$ cat src/genset_cc_pkg.sv
// constants for the crank-cut, coolant and service controller
package genset_cc_pkg;
   // ==========================================================
   // timing
   localparam int unsigned CLK_HZ = 100_000_000;
   localparam int unsigned TICK_S = 1;
   localparam int unsigned TICK_CYC = TICK_S * CLK_HZ;
   // ==========================================================
   // register byte offsets
   localparam logic [7:0] OFS_CTRL = 8'h00;
   localparam logic [7:0] OFS_CMD = 8'h04;
   localparam logic [7:0] OFS_CUT_V = 8'h08;
   localparam logic [7:0] OFS_CUT_HZ = 8'h0C;
   localparam logic [7:0] OFS_CUT_RPM = 8'h10;
   localparam logic [7:0] OFS_CUT_CHG = 8'h14;
   localparam logic [7:0] OFS_TIMES = 8'h18;
   localparam logic [7:0] OFS_COOL = 8'h1C;
   localparam logic [7:0] OFS_FUEL = 8'h20;
   localparam logic [7:0] OFS_SVC0 = 8'h24;
   localparam logic [7:0] OFS_STATUS = 8'h30;
   // ==========================================================
   // field positions
   localparam int CTRL_CHG_EN = 0;
   localparam int CTRL_OIL_EN = 1;
   localparam int CTRL_ECU_EN = 2;
   localparam int CTRL_GAS_ASG = 3;
   localparam int CTRL_OIL_LIM = 8;
   localparam int CMD_START = 0;
   localparam int CMD_ABORT = 1;
   localparam int TM_GAS = 0;
   localparam int TM_OIL = 8;
   localparam int TM_CRANK = 16;
   localparam int TM_FAN = 24;
   localparam int CL_COOL_ON = 0;
   localparam int CL_COOL_OFF = 8;
   localparam int CL_HEAT_ON = 16;
   localparam int CL_HEAT_OFF = 24;
   localparam int FU_CAP = 0;
   localparam int FU_PCT = 16;
   localparam int SV_HOURS = 0;
   localparam int SV_MONTHS = 16;
   localparam int SV_LEVEL = 24;
   // ==========================================================
   // reset values
   localparam logic [31:0] RST_CTRL = 32'h0000_0A00;
   localparam logic [31:0] RST_CUT_V = 32'h0000_0064;
   localparam logic [31:0] RST_CUT_HZ = 32'h0000_000A;
   localparam logic [31:0] RST_CUT_RPM = 32'h0000_01F4;
   localparam logic [31:0] RST_CUT_CHG = 32'h0000_0006;
   localparam logic [31:0] RST_TIMES = 32'h0006_0205;
   localparam logic [31:0] RST_COOL = 32'h3C32_505A;
   localparam logic [31:0] RST_FUEL = 32'h0000_0000;
   localparam logic [31:0] RST_SVC0 = 32'h0306_00FA;
   localparam logic [31:0] RST_SVC12 = 32'h0006_00FA;
   // alarm levels
   localparam logic [1:0] LVL_NONE = 2'h0;
   localparam logic [1:0] LVL_SHUT = 2'h1;
   localparam logic [1:0] LVL_DUMP = 2'h2;
   localparam logic [1:0] LVL_WARN = 2'h3;
endpackage

$ cat src/genset_cc.sv
// crank-cut, coolant relay, fuel gating, service and engine-link control
// How it works
// gas solenoid opens once crank_sec reaches the gas delay while cranking; the first crank cycle compares the crank_sec left from before the start.
// crank drops when phase-one voltage reaches the cut voltage.
// crank drops when alternator frequency reaches the cut frequency.
// crank drops when engine speed reaches the cut speed.
// crank drops when charge-alternator voltage reaches the cut charge voltage.
// a setting bit enables the charge-voltage cut, off by default.
// a setting bit enables cutting on oil switch open or high pressure.
// the oil condition must hold for the oil delay before it cuts.
// zero tank capacity hides the fuel quantity.
// hourly percentage thresholds theft and fuelling messages; zero disables both.
// cooler turns on above the cooler-on temperature.
// cooler turns off below the cooler-off temperature, giving hysteresis.
// heater turns on below the heater-on temperature.
// heater turns off above the heater-off temperature.
// cooler stays on for the fan overrun time after dropping below off.
// each channel requests service when hours reach its hour limit.
// each channel requests service when months reach its period.
// a zero hour limit or zero period disables that request.
// each channel's two-bit level picks none, shutdown, load dump or warning.
// with the engine link off, the link port stays inoperative.
// with the engine link on, oil, temperature and speed come from the ECU.
// with the engine link on, losing the ECU stops the engine.
// the crank timer bounds each attempt, which ends early when the engine fires.
// every enabled cut condition acts alone; the first true one cuts.
// all delays count whole seconds from a one-second tick.
`timescale 1ns/10ps
`default_nettype none
module genset_cc #(
   parameter int unsigned TICK_CYCLES = genset_cc_pkg::TICK_CYC
) (
   // clock and reset
   input wire logic MCLK_I,
   input wire logic RESETN_I,
   // avalon-mm slave
   input wire logic [7:0] AVS_ADDRESS_I,
   input wire logic AVS_READ_I,
   input wire logic AVS_WRITE_I,
   input wire logic [31:0] AVS_WRITEDATA_I,
   input wire logic [3:0] AVS_BYTEENABLE_I,
   output logic [31:0] AVS_READDATA_O,
   output logic AVS_WAITREQUEST_O,
   // alternator and engine measurements
   input wire logic [15:0] GEN_VOLT_I,
   input wire logic [7:0] GEN_FREQ_I,
   input wire logic [7:0] CHG_VOLT_I,
   input wire logic [15:0] RPM_I,
   input wire logic [7:0] COOLANT_I,
   input wire logic [7:0] OIL_PRES_I,
   input wire logic OIL_SW_OPEN_I,
   // engine control unit values
   input wire logic [15:0] ECU_RPM_I,
   input wire logic [7:0] ECU_COOLANT_I,
   input wire logic [7:0] ECU_OIL_PRES_I,
   input wire logic ECU_LOST_I,
   // fuel and service counters
   input wire logic [7:0] FUEL_DROP_PCT_I,
   input wire logic [7:0] FUEL_RISE_PCT_I,
   input wire logic [2:0][15:0] SVC_HOURS_I,
   input wire logic [2:0][7:0] SVC_MONTHS_I,
   // relay functions and indicators
   output logic CRANK_O,
   output logic GAS_SOL_O,
   output logic COOLER_O,
   output logic HEATER_O,
   output logic SVC_LED_O,
   output logic SHUTDOWN_O,
   output logic LOADDUMP_O,
   output logic WARNING_O,
   output logic FUEL_SHOW_O,
   output logic THEFT_MSG_O,
   output logic FUELLING_MSG_O,
   output logic ECU_PORT_EN_O,
   output logic ENG_STOP_O,
   output logic CRANK_FAIL_O
);
   // ==========================================================
   // types
   typedef enum logic [1:0] {C_IDLE, C_CRANK, C_RUN, C_FAIL} crank_st_t;
   typedef struct packed {
      crank_st_t st;
      logic ack;
      logic wreq;
      logic [31:0] rdata;
      logic [31:0] ctrl;
      logic [31:0] cut_v;
      logic [31:0] cut_hz;
      logic [31:0] cut_rpm;
      logic [31:0] cut_chg;
      logic [31:0] times;
      logic [31:0] cool;
      logic [31:0] fuel;
      logic [2:0][31:0] svc;
      logic [7:0] crank_sec;
      logic [7:0] oil_sec;
      logic [7:0] fan_sec;
      logic crank;
      logic gas;
      logic cooler;
      logic heater;
      logic [2:0] req;
      logic led;
      logic shut;
      logic dump;
      logic warn;
      logic fuel_show;
      logic theft;
      logic fuelling;
      logic ecu_port;
      logic stop;
      logic fail;
   } state_t;

   state_t s;
   state_t next_s;
   logic tick;

   // ==========================================================
   // seconds tick
   sec_tick #(.CYCLES(TICK_CYCLES)) u_tick (
      .clk_i(MCLK_I),
      .rstn_i(RESETN_I),
      .tick_o(tick)
   );

   function automatic logic [31:0] merge(input logic [31:0] old, input logic [31:0] wd,
                                         input logic [3:0] be);
      logic [31:0] r;
      r = old;
      for (int i = 0; i < 4; i++) begin
         if (be[i]) begin
            r[i*8 +: 8] = wd[i*8 +: 8];
         end
      end
      return r;
   endfunction

   function automatic logic lvl_is(input logic [2:0] req, input logic [2:0][31:0] svc,
                                   input logic [1:0] lvl);
      logic hit;
      hit = 1'b0;
      for (int i = 0; i < 3; i++) begin
         hit = hit | (req[i] & (svc[i][genset_cc_pkg::SV_LEVEL +: 2] == lvl));
      end
      return hit;
   endfunction

   // ==========================================================
   // measurement selection and comparisons
   logic ecu_en;
   logic [15:0] rpm;
   logic [7:0] temp;
   logic [7:0] oil_p;
   logic cut_volt;
   logic cut_freq;
   logic cut_spd;
   logic cut_chg;
   logic oil_cond;
   logic cut_oil;
   logic cut_any;
   logic [2:0] req_now;

   assign ecu_en = s.ctrl[genset_cc_pkg::CTRL_ECU_EN];
   assign rpm = ecu_en ? ECU_RPM_I : RPM_I;
   assign temp = ecu_en ? ECU_COOLANT_I : COOLANT_I;
   assign oil_p = ecu_en ? ECU_OIL_PRES_I : OIL_PRES_I;
   assign cut_volt = GEN_VOLT_I >= s.cut_v[15:0];
   assign cut_freq = GEN_FREQ_I >= s.cut_hz[7:0];
   assign cut_spd = rpm >= s.cut_rpm[15:0];
   assign cut_chg = s.ctrl[genset_cc_pkg::CTRL_CHG_EN] & (CHG_VOLT_I >= s.cut_chg[7:0]);
   // the switch is ignored under the engine link: pressure then comes from the ECU
   assign oil_cond = s.ctrl[genset_cc_pkg::CTRL_OIL_EN] &
                     ((OIL_SW_OPEN_I & ~ecu_en) |
                      (oil_p > s.ctrl[genset_cc_pkg::CTRL_OIL_LIM +: 8]));
   assign cut_oil = oil_cond & (s.oil_sec >= s.times[genset_cc_pkg::TM_OIL +: 8]);
   assign cut_any = cut_volt | cut_freq | cut_spd | cut_chg | cut_oil;

   // ==========================================================
   // service channels
   for (genvar g = 0; g < 3; g++) begin : g_svc
      logic [15:0] hlim;
      logic [7:0] mlim;
      assign hlim = {3'h0, s.svc[g][genset_cc_pkg::SV_HOURS +: 13]};
      assign mlim = {3'h0, s.svc[g][genset_cc_pkg::SV_MONTHS +: 5]};
      assign req_now[g] = ((hlim != 16'h0000) & (SVC_HOURS_I[g] >= hlim)) |
                          ((mlim != 8'h00) & (SVC_MONTHS_I[g] >= mlim));
   end

   // ==========================================================
   // next state
   always_comb begin
      logic req;
      logic [7:0] a;
      logic start;
      logic abort;
      logic [31:0] wd;
      logic [3:0] be;
      req = AVS_READ_I | AVS_WRITE_I;
      a = AVS_ADDRESS_I;
      wd = AVS_WRITEDATA_I;
      be = AVS_BYTEENABLE_I;
      start = 1'b0;
      abort = 1'b0;
      next_s = s;
      // bus: answer one cycle after the request is seen
      next_s.ack = req & ~s.ack;
      next_s.wreq = ~next_s.ack;
      if (AVS_READ_I & ~s.ack) begin
         case (a)
            genset_cc_pkg::OFS_CTRL: next_s.rdata = s.ctrl;
            genset_cc_pkg::OFS_CUT_V: next_s.rdata = s.cut_v;
            genset_cc_pkg::OFS_CUT_HZ: next_s.rdata = s.cut_hz;
            genset_cc_pkg::OFS_CUT_RPM: next_s.rdata = s.cut_rpm;
            genset_cc_pkg::OFS_CUT_CHG: next_s.rdata = s.cut_chg;
            genset_cc_pkg::OFS_TIMES: next_s.rdata = s.times;
            genset_cc_pkg::OFS_COOL: next_s.rdata = s.cool;
            genset_cc_pkg::OFS_FUEL: next_s.rdata = s.fuel;
            genset_cc_pkg::OFS_SVC0: next_s.rdata = s.svc[0];
            genset_cc_pkg::OFS_SVC0 + 8'h04: next_s.rdata = s.svc[1];
            genset_cc_pkg::OFS_SVC0 + 8'h08: next_s.rdata = s.svc[2];
            genset_cc_pkg::OFS_STATUS: begin
               next_s.rdata = {21'h0, s.st, s.fail, s.stop, s.req, s.heater, s.cooler,
                               s.gas, s.crank};
            end
            default: next_s.rdata = 32'h0000_0000;
         endcase
      end
      if (AVS_WRITE_I & s.ack) begin
         case (a)
            genset_cc_pkg::OFS_CTRL: next_s.ctrl = merge(s.ctrl, wd, be);
            genset_cc_pkg::OFS_CMD: begin
               start = be[0] & wd[genset_cc_pkg::CMD_START];
               abort = be[0] & wd[genset_cc_pkg::CMD_ABORT];
            end
            genset_cc_pkg::OFS_CUT_V: next_s.cut_v = merge(s.cut_v, wd, be);
            genset_cc_pkg::OFS_CUT_HZ: next_s.cut_hz = merge(s.cut_hz, wd, be);
            genset_cc_pkg::OFS_CUT_RPM: next_s.cut_rpm = merge(s.cut_rpm, wd, be);
            genset_cc_pkg::OFS_CUT_CHG: next_s.cut_chg = merge(s.cut_chg, wd, be);
            genset_cc_pkg::OFS_TIMES: next_s.times = merge(s.times, wd, be);
            genset_cc_pkg::OFS_COOL: next_s.cool = merge(s.cool, wd, be);
            genset_cc_pkg::OFS_FUEL: next_s.fuel = merge(s.fuel, wd, be);
            genset_cc_pkg::OFS_SVC0: next_s.svc[0] = merge(s.svc[0], wd, be);
            genset_cc_pkg::OFS_SVC0 + 8'h04: next_s.svc[1] = merge(s.svc[1], wd, be);
            genset_cc_pkg::OFS_SVC0 + 8'h08: next_s.svc[2] = merge(s.svc[2], wd, be);
            default: ;
         endcase
      end

      // crank attempt
      next_s.stop = ecu_en & ECU_LOST_I;
      if (tick && s.crank_sec != 8'hFF) begin
         next_s.crank_sec = s.crank_sec + 8'h01;
      end
      case (s.st)
         C_IDLE, C_RUN, C_FAIL: begin
            if (start & ~next_s.stop) begin
               next_s.st = C_CRANK;
               next_s.crank_sec = 8'h00;
               next_s.fail = 1'b0;
            end
         end
         C_CRANK: begin
            if (abort | next_s.stop) begin
               next_s.st = C_IDLE;
            end else if (cut_any) begin
               next_s.st = C_RUN;
            end else if (s.crank_sec >= s.times[genset_cc_pkg::TM_CRANK +: 8]) begin
               next_s.st = C_FAIL;
               next_s.fail = 1'b1;
            end
         end
         default: next_s.st = C_IDLE;
      endcase
      next_s.crank = (next_s.st == C_CRANK);
      next_s.gas = next_s.crank & s.ctrl[genset_cc_pkg::CTRL_GAS_ASG] &
                   (s.crank_sec >= s.times[genset_cc_pkg::TM_GAS +: 8]);

      // oil condition must stand unbroken for the whole delay
      if (!oil_cond || s.st != C_CRANK) begin
         next_s.oil_sec = 8'h00;
      end else if (tick && s.oil_sec != 8'hFF) begin
         next_s.oil_sec = s.oil_sec + 8'h01;
      end

      // cooler with hysteresis and fan overrun
      if (temp > s.cool[genset_cc_pkg::CL_COOL_ON +: 8]) begin
         next_s.cooler = 1'b1;
         next_s.fan_sec = 8'h00;
      end else if (s.cooler && temp < s.cool[genset_cc_pkg::CL_COOL_OFF +: 8]) begin
         if (s.fan_sec >= s.times[genset_cc_pkg::TM_FAN +: 8]) begin
            next_s.cooler = 1'b0;
         end else if (tick) begin
            next_s.fan_sec = s.fan_sec + 8'h01;
         end
      end else begin
         next_s.fan_sec = 8'h00;
      end
      if (temp < s.cool[genset_cc_pkg::CL_HEAT_ON +: 8]) begin
         next_s.heater = 1'b1;
      end else if (temp > s.cool[genset_cc_pkg::CL_HEAT_OFF +: 8]) begin
         next_s.heater = 1'b0;
      end

      // fuel, service and engine link
      next_s.fuel_show = s.fuel[genset_cc_pkg::FU_CAP +: 16] != 16'h0000;
      next_s.theft = (s.fuel[genset_cc_pkg::FU_PCT +: 8] != 8'h00) &
                     (FUEL_DROP_PCT_I > s.fuel[genset_cc_pkg::FU_PCT +: 8]);
      next_s.fuelling = (s.fuel[genset_cc_pkg::FU_PCT +: 8] != 8'h00) &
                        (FUEL_RISE_PCT_I > s.fuel[genset_cc_pkg::FU_PCT +: 8]);
      next_s.req = req_now;
      next_s.led = |req_now;
      next_s.shut = lvl_is(req_now, s.svc, genset_cc_pkg::LVL_SHUT);
      next_s.dump = lvl_is(req_now, s.svc, genset_cc_pkg::LVL_DUMP);
      next_s.warn = lvl_is(req_now, s.svc, genset_cc_pkg::LVL_WARN);
      next_s.ecu_port = ecu_en;
   end

   always_ff @(posedge MCLK_I or negedge RESETN_I) begin
      if (!RESETN_I) begin
         s <= '0;
         s.ctrl <= genset_cc_pkg::RST_CTRL;
         s.cut_v <= genset_cc_pkg::RST_CUT_V;
         s.cut_hz <= genset_cc_pkg::RST_CUT_HZ;
         s.cut_rpm <= genset_cc_pkg::RST_CUT_RPM;
         s.cut_chg <= genset_cc_pkg::RST_CUT_CHG;
         s.times <= genset_cc_pkg::RST_TIMES;
         s.cool <= genset_cc_pkg::RST_COOL;
         s.fuel <= genset_cc_pkg::RST_FUEL;
         s.svc[0] <= genset_cc_pkg::RST_SVC0;
         s.svc[1] <= genset_cc_pkg::RST_SVC12;
         s.svc[2] <= genset_cc_pkg::RST_SVC12;
         s.wreq <= 1'b1;
      end else begin
         s <= next_s;
      end
   end

   // ==========================================================
   // outputs
   assign AVS_READDATA_O = s.rdata;
   assign AVS_WAITREQUEST_O = s.wreq;
   assign CRANK_O = s.crank;
   assign GAS_SOL_O = s.gas;
   assign COOLER_O = s.cooler;
   assign HEATER_O = s.heater;
   assign SVC_LED_O = s.led;
   assign SHUTDOWN_O = s.shut;
   assign LOADDUMP_O = s.dump;
   assign WARNING_O = s.warn;
   assign FUEL_SHOW_O = s.fuel_show;
   assign THEFT_MSG_O = s.theft;
   assign FUELLING_MSG_O = s.fuelling;
   assign ECU_PORT_EN_O = s.ecu_port;
   assign ENG_STOP_O = s.stop;
   assign CRANK_FAIL_O = s.fail;

   // abort strobe in the cycle the command register takes it
   logic abort_seen;
   assign abort_seen = AVS_WRITE_I & s.ack & (AVS_ADDRESS_I == genset_cc_pkg::OFS_CMD) &
                       AVS_BYTEENABLE_I[0] & AVS_WRITEDATA_I[genset_cc_pkg::CMD_ABORT];
endmodule
`default_nettype wire

$ cat src/sec_tick.sv
// one-cycle seconds tick divided down from the system clock
`timescale 1ns/10ps
`default_nettype none
module sec_tick #(
   parameter int unsigned CYCLES = 100
) (
   // clock and reset
   input wire logic clk_i,
   input wire logic rstn_i,
   // tick
   output logic tick_o
);
   localparam int W = $clog2(CYCLES + 1);
   localparam logic [W-1:0] LAST = W'(CYCLES - 1);
   logic [W-1:0] cnt;

   always_ff @(posedge clk_i or negedge rstn_i) begin
      if (!rstn_i) begin
         cnt <= '0;
         tick_o <= 1'b0;
      end else begin
         tick_o <= (cnt == LAST);
         cnt <= (cnt == LAST) ? '0 : cnt + W'(1);
      end
   end
endmodule
`default_nettype wire

$ cat config.mk
export PLATFORM = sky130hd
export DESIGN_NAME = genset_cc
export DESIGN_NICKNAME = d
export VERILOG_FILES = /design/src/genset_cc_pkg.sv /design/src/genset_cc.sv /design/src/sec_tick.sv
export SDC_FILE = /design/constraint.sdc
export NUM_CORES = 1
export LEC_CHECK = 0
export BUFFER_PORTS_ARGS = -buffer_cell sky130_fd_sc_hd__buf_4
export CORE_MARGIN = 1
export CORE_UTILIZATION = 45
export CTS_BUF_LIST = sky130_fd_sc_hd__clkbuf_2
export CTS_CLUSTER_DIAMETER = 80
export DETAILED_ROUTE_END_ITERATION = 7
export GPL_ROUTABILITY_DRIVEN = 0
export GPL_TIMING_DRIVEN = 0
export PLACE_DENSITY = 0.61
export SLEW_MARGIN = 20
export SYNTH_ARGS = -nofsm -noshare
export SYNTH_HDL_FRONTEND = slang
export SYNTH_HIERARCHICAL = 1
export SYNTH_SLANG_ARGS = --single-unit
$ cat constraint.sdc
create_clock -name MCLK_I -period 6 [get_ports MCLK_I]
set_input_delay 0.9 -clock MCLK_I [delete_from_list [all_inputs] [get_ports MCLK_I]]
set_output_delay 0.9 -clock MCLK_I [all_outputs]
set_load 0.02 [all_outputs]
==> summary by stage <==
Routing
The final antenna-violating net count is 0. After the first detailed-routing iteration, the DRC count stood at 2684. The vias per cell is 6.00. Before antenna repair, the detailed router went through 8 iterations.

The wire length per cell is 25.9 um. The routed layout has 22355 vias. In the routed design, unresolved DRC markers number 1.

For this block, the routed nets add up to 96400 um of wire.

CTS
The clock insertion delay at the later pin of the skew report is 1.22 ns. The CTS root buffer is sky130_fd_sc_hd__clkbuf_2. The TritonCTS clock tree is yes. Gates resized during post-CTS repair numbered 0.

After clock tree synthesis, the flow added hold-fix buffers numbering 33. The maximum level of the CTS H-tree is 3. The post-CTS setup-driven buffer insertion count is 0. After clock tree synthesis, the clock-pin slew on the worst setup and hold paths is 0.11 ns. The clock passes through at most 3 buffers. The total number of clock tree sinks is 457. The number of clock buffers added by TritonCTS is 117.

Floorplanning
The floorplan die width is 239 um. The placement row count is 86. The placeable core region is 55300 um^2. The die is 239 um tall. The number of primary I/O pins is 281. The initial core utilization is 0.456. The area of the die is 57000 um^2.

Power and ir drop
Of the total power, registers draw 0.531. The cell internal power dissipation is 4.21 mW. For this design the static power due to leakage is 14.8 nW. For this design the total switching power over the nets is 1.82 mW. The share of total power dissipated in the clock network is 0.362. Across the VDD grid, the largest voltage drop is 106 uV. The overall power consumption is 6.03 mW.

Of the total power, the share spent switching nets is 0.302. Of the total power, combinational logic draws 0.108. The power density over the cells is 202 nW/um^2.

Global routing
The initial antenna violation count was 5. The number of global-route vias before repair is 22443. Entering global routing, the biggest net connects 103 pins. The global-route wire length before repair is 141000 um. Across every metal layer, demand over resource in global routing totals 0.339. After global routing the overflow that remains totals 0.

Synth
The synthesized design contains 0 enable-type register cells. Yosys printed 6 warnings. In this run, synthesis produced a sequential element count of 457. The area share of xor/xnor cells in the synthesized design is 0.00971. The basic-gate share of the synthesized area counting and, or, nand and nor cells is 0.118.

The dominant synthesized flop cell is sky130_fd_sc_hd__dfrtp_1. The post-synthesis cell type count is 81. The post-synthesis compound-gate area fraction is 0.150. Of the synthesized area, sequential elements account for 0.456.

Counting flops with an async set or reset pin after synthesis yields a share of 1.00. The post-synth net total is 2860. After synthesis, the largest family of logic cells by area is compound AO/OA/AOI/OAI gates. The mux contribution to synthesized area is 0.111. Synthesis produced a netlist whose cell count is 2434. In this run the mean area of a mapped cell was 10.4 um^2. Of the total synthesized cell area, the portion taken by full adders, half adders and majority gates is 0.0952. In this run the cell area of the synthesized design comes to 25200 um^2.

Timing
The final count of hold timing violations is 0. Setup slack on the critical path of the routed design comes to 1.93 ns. Setup violations remaining at the end of the flow were counted as 0.

The final critical path time including I/O delays and setup is 4.07 ns. Headroom to the max-slew limit came out at 0.140. The number of pins with negative max-slew slack in the final report came to 0. The maximum frequency from static timing analysis is 0.246 GHz.

At the pin with the least slew margin, the transition time is 1.28 ns. Setup repair after global routing left no endpoint under its margin. The post-route fraction of the period consumed by the critical path is 0.679. The clock tree skew after final layout is 0.0806 ns.

Critical path
The origin of the critical flop-to-flop path is ecu_en$_DFFE_PN0P_. The reg-to-reg setup timing slack is 1.93 ns. The worst setup path is launched from a flop.

STA puts the critical path data arrival time at 5.10 ns. Of all nets on the critical path, the largest fanout is 10. The end point of the critical path is s[428]$_DFF_PN0_. The worst setup path is captured at a flop.

The critical path data required time is 7.02 ns. The number of cells on the worst reg-to-reg path is 10. The terminus of the critical flop-to-flop path is s[428]$_DFF_PN0_.

In this run the worst setup path begins at ecu_en$_DFFE_PN0P_. The critical path in this run is classified as reg2reg.

Finish
The top cell types in the final layout, fill and taps aside, are sky130_fd_sc_hd__dfrtp_1, sky130_fd_sc_hd__buf_4, sky130_fd_sc_hd__nand2_1. The library cell used most frequently in the layout, excluding fill and tap cells, is sky130_fd_sc_hd__dfrtp_1. After the last flow step, the layout net total stands at 3296. Relative to the synthesized area, the layout overhead comes to 18.2%.

In the final layout, the share of cells above drive strength 1 is 0.302. After filler insertion, the fill cell instance count of the layout stands at 5091.

Placed design
The worst slack at placement is 1.73 ns. Detailed placement finished with a half-perimeter wire length of 71300 um. The count of buffers inserted at the top-level ports is 275.

Min path
In this run the worst hold path is classified as in2reg.

Run status
The final reports fail on DRC. The flow ran to the end, but the final reports show violations.

Job
Max-cap violations in this run came to 0.
[worst min-delay path by stage]
| stage | start | endpoint | cells after the start | slack (ns) |
|---|---|---|---|---|
| finish | AVS_READ_I | AVS_WAITREQUEST_O$_DFF_PN1_ | 3 | 0.04 |
| global route | ECU_LOST_I | ENG_STOP_O$_DFF_PN0_ | 2 | 0.009 |
| CTS | AVS_READ_I | AVS_WAITREQUEST_O$_DFF_PN1_ | 3 | 0.002 |
| detailed placement | ecu_en$_DFFE_PN0P_ | ECU_PORT_EN_O$_DFF_PN0_ | 0 | 0.36 |
| global placement | ecu_en$_DFFE_PN0P_ | ECU_PORT_EN_O$_DFF_PN0_ | 0 | 0.36 |
| floorplan | ecu_en$_DFFE_PN0P_ | ECU_PORT_EN_O$_DFF_PN0_ | 0 | 0.35 |
[Yosys cell counts (all sizes together) (11+ instances only)]
cell      n  area share
a211oi   15      0.0045
buf      91       0.023
nand2   239       0.036
clkbuf   64      0.0095
o21ai   215       0.043
mux2    241        0.11
dfrtp   397        0.39
a21o     25      0.0074
a22oi    64       0.019
nand4    35      0.0099
or3      17      0.0042
xor2     22      0.0076
nor4     21      0.0066
a22o     22      0.0076
a31oi    18      0.0045
nor3     27      0.0056
nor2b    16      0.0040
a221oi   19      0.0066
or4      11      0.0034
nand2b   11      0.0027
nand3    50       0.010
dfstp    60       0.062
nor2    112       0.020
inv     190       0.028
a21oi    72       0.014
a222oi   37       0.015
o22ai    24      0.0059
ha      192       0.095
and3     11      0.0027
[registers in the layout, summed over array words and instances, names as in the netlist, 15 cells and up]
signal and count:
AVS_READDATA_O 32, g_svc.hlim 39, g_svc.mlim 15, s 327, u_tick/cnt 27
[power groups by stage]
stage	combinational (mW)	clock, mW	sequential, mW
finish	0.648	2.18	3.20
CTS	0.643	2.19	3.20
global placement	0.587	0	3.25
detailed placement	0.623	0	3.25
global route	0.702	2.35	3.20
floorplan	0.259	0	3.24
[layer usage]
| metal | wire length, um | up-vias | part of all wire | global-route usage |
|---|---|---|---|---|
| li1 | - | 9740 | - | - |
| met1 | 38300 | 11056 | 0.40 | 0.444 |
| met2 | 42700 | 1257 | 0.44 | 0.521 |
| met3 | 10400 | 300 | 0.11 | 0.0934 |
| met4 | 4940 | 2 | 0.051 | 0.157 |
| met5 | 13 | - | 0.00013 | 0 |
[cell type report]
type | instances | area, um^2 | area share
flip-flops and latches | 457 | 11500 | 0.386
diodes | 5 | 12.5 | 0.000419
clock buffers | 180 | 901 | 0.0302
multi-input cells | 1632 | 12200 | 0.410
clock inverters | 39 | 151 | 0.00507
well taps | 748 | 936 | 0.0314
plain buffers | 155 | 822 | 0.0276
inverters | 190 | 713 | 0.0239
repair buffers | 317 | 2570 | 0.0861
[critical path, stage by stage, from the launching register on]
cell and delay [ns]:
sky130_fd_sc_hd__dfrtp_1 0.35, sky130_fd_sc_hd__buf_2 0.35, sky130_fd_sc_hd__buf_1 0.54, sky130_fd_sc_hd__mux2_2 0.41
sky130_fd_sc_hd__ha_1 0.24, sky130_fd_sc_hd__nor3_1 0.18, sky130_fd_sc_hd__nand4_1 0.22, sky130_fd_sc_hd__a2111oi_0 0.57
sky130_fd_sc_hd__o211ai_1 0.18, sky130_fd_sc_hd__nor3_1 0.66, sky130_fd_sc_hd__a41oi_1 0.20
[through the flow]
| step | hold WS [ns] | instance area, um^2 | setup TNS [ns] | utilization | std cells |
|---|---|---|---|---|---|
| after floorplan | 0.349 | 25200 | 0 | - | 2434 |
| after global placement | 0.364 | 28200 | -227.98 | 0.511 | 3457 |
| after detailed placement | 0.360 | 28400 | 0 | 0.514 | 3466 |
| after CTS | 0.00241 | 29800 | 0 | 0.539 | 3718 |
| after global routing | 0.00880 | 29800 | 0 | 0.539 | 3719 |
| final | 0.0378 | 29800 | 0 | 0.539 | 3723 |
[cell families after synthesis]
logic type,Yosys count
AND/OR/NAND/NOR,584
AO/OA/AOI/OAI,579
flip-flops,457
buffers and inverters,345
multiplexers,249
adder cells (fa/ha/maj),192
XOR/XNOR,28
Note: power is estimated with default switching activity, not from simulation.
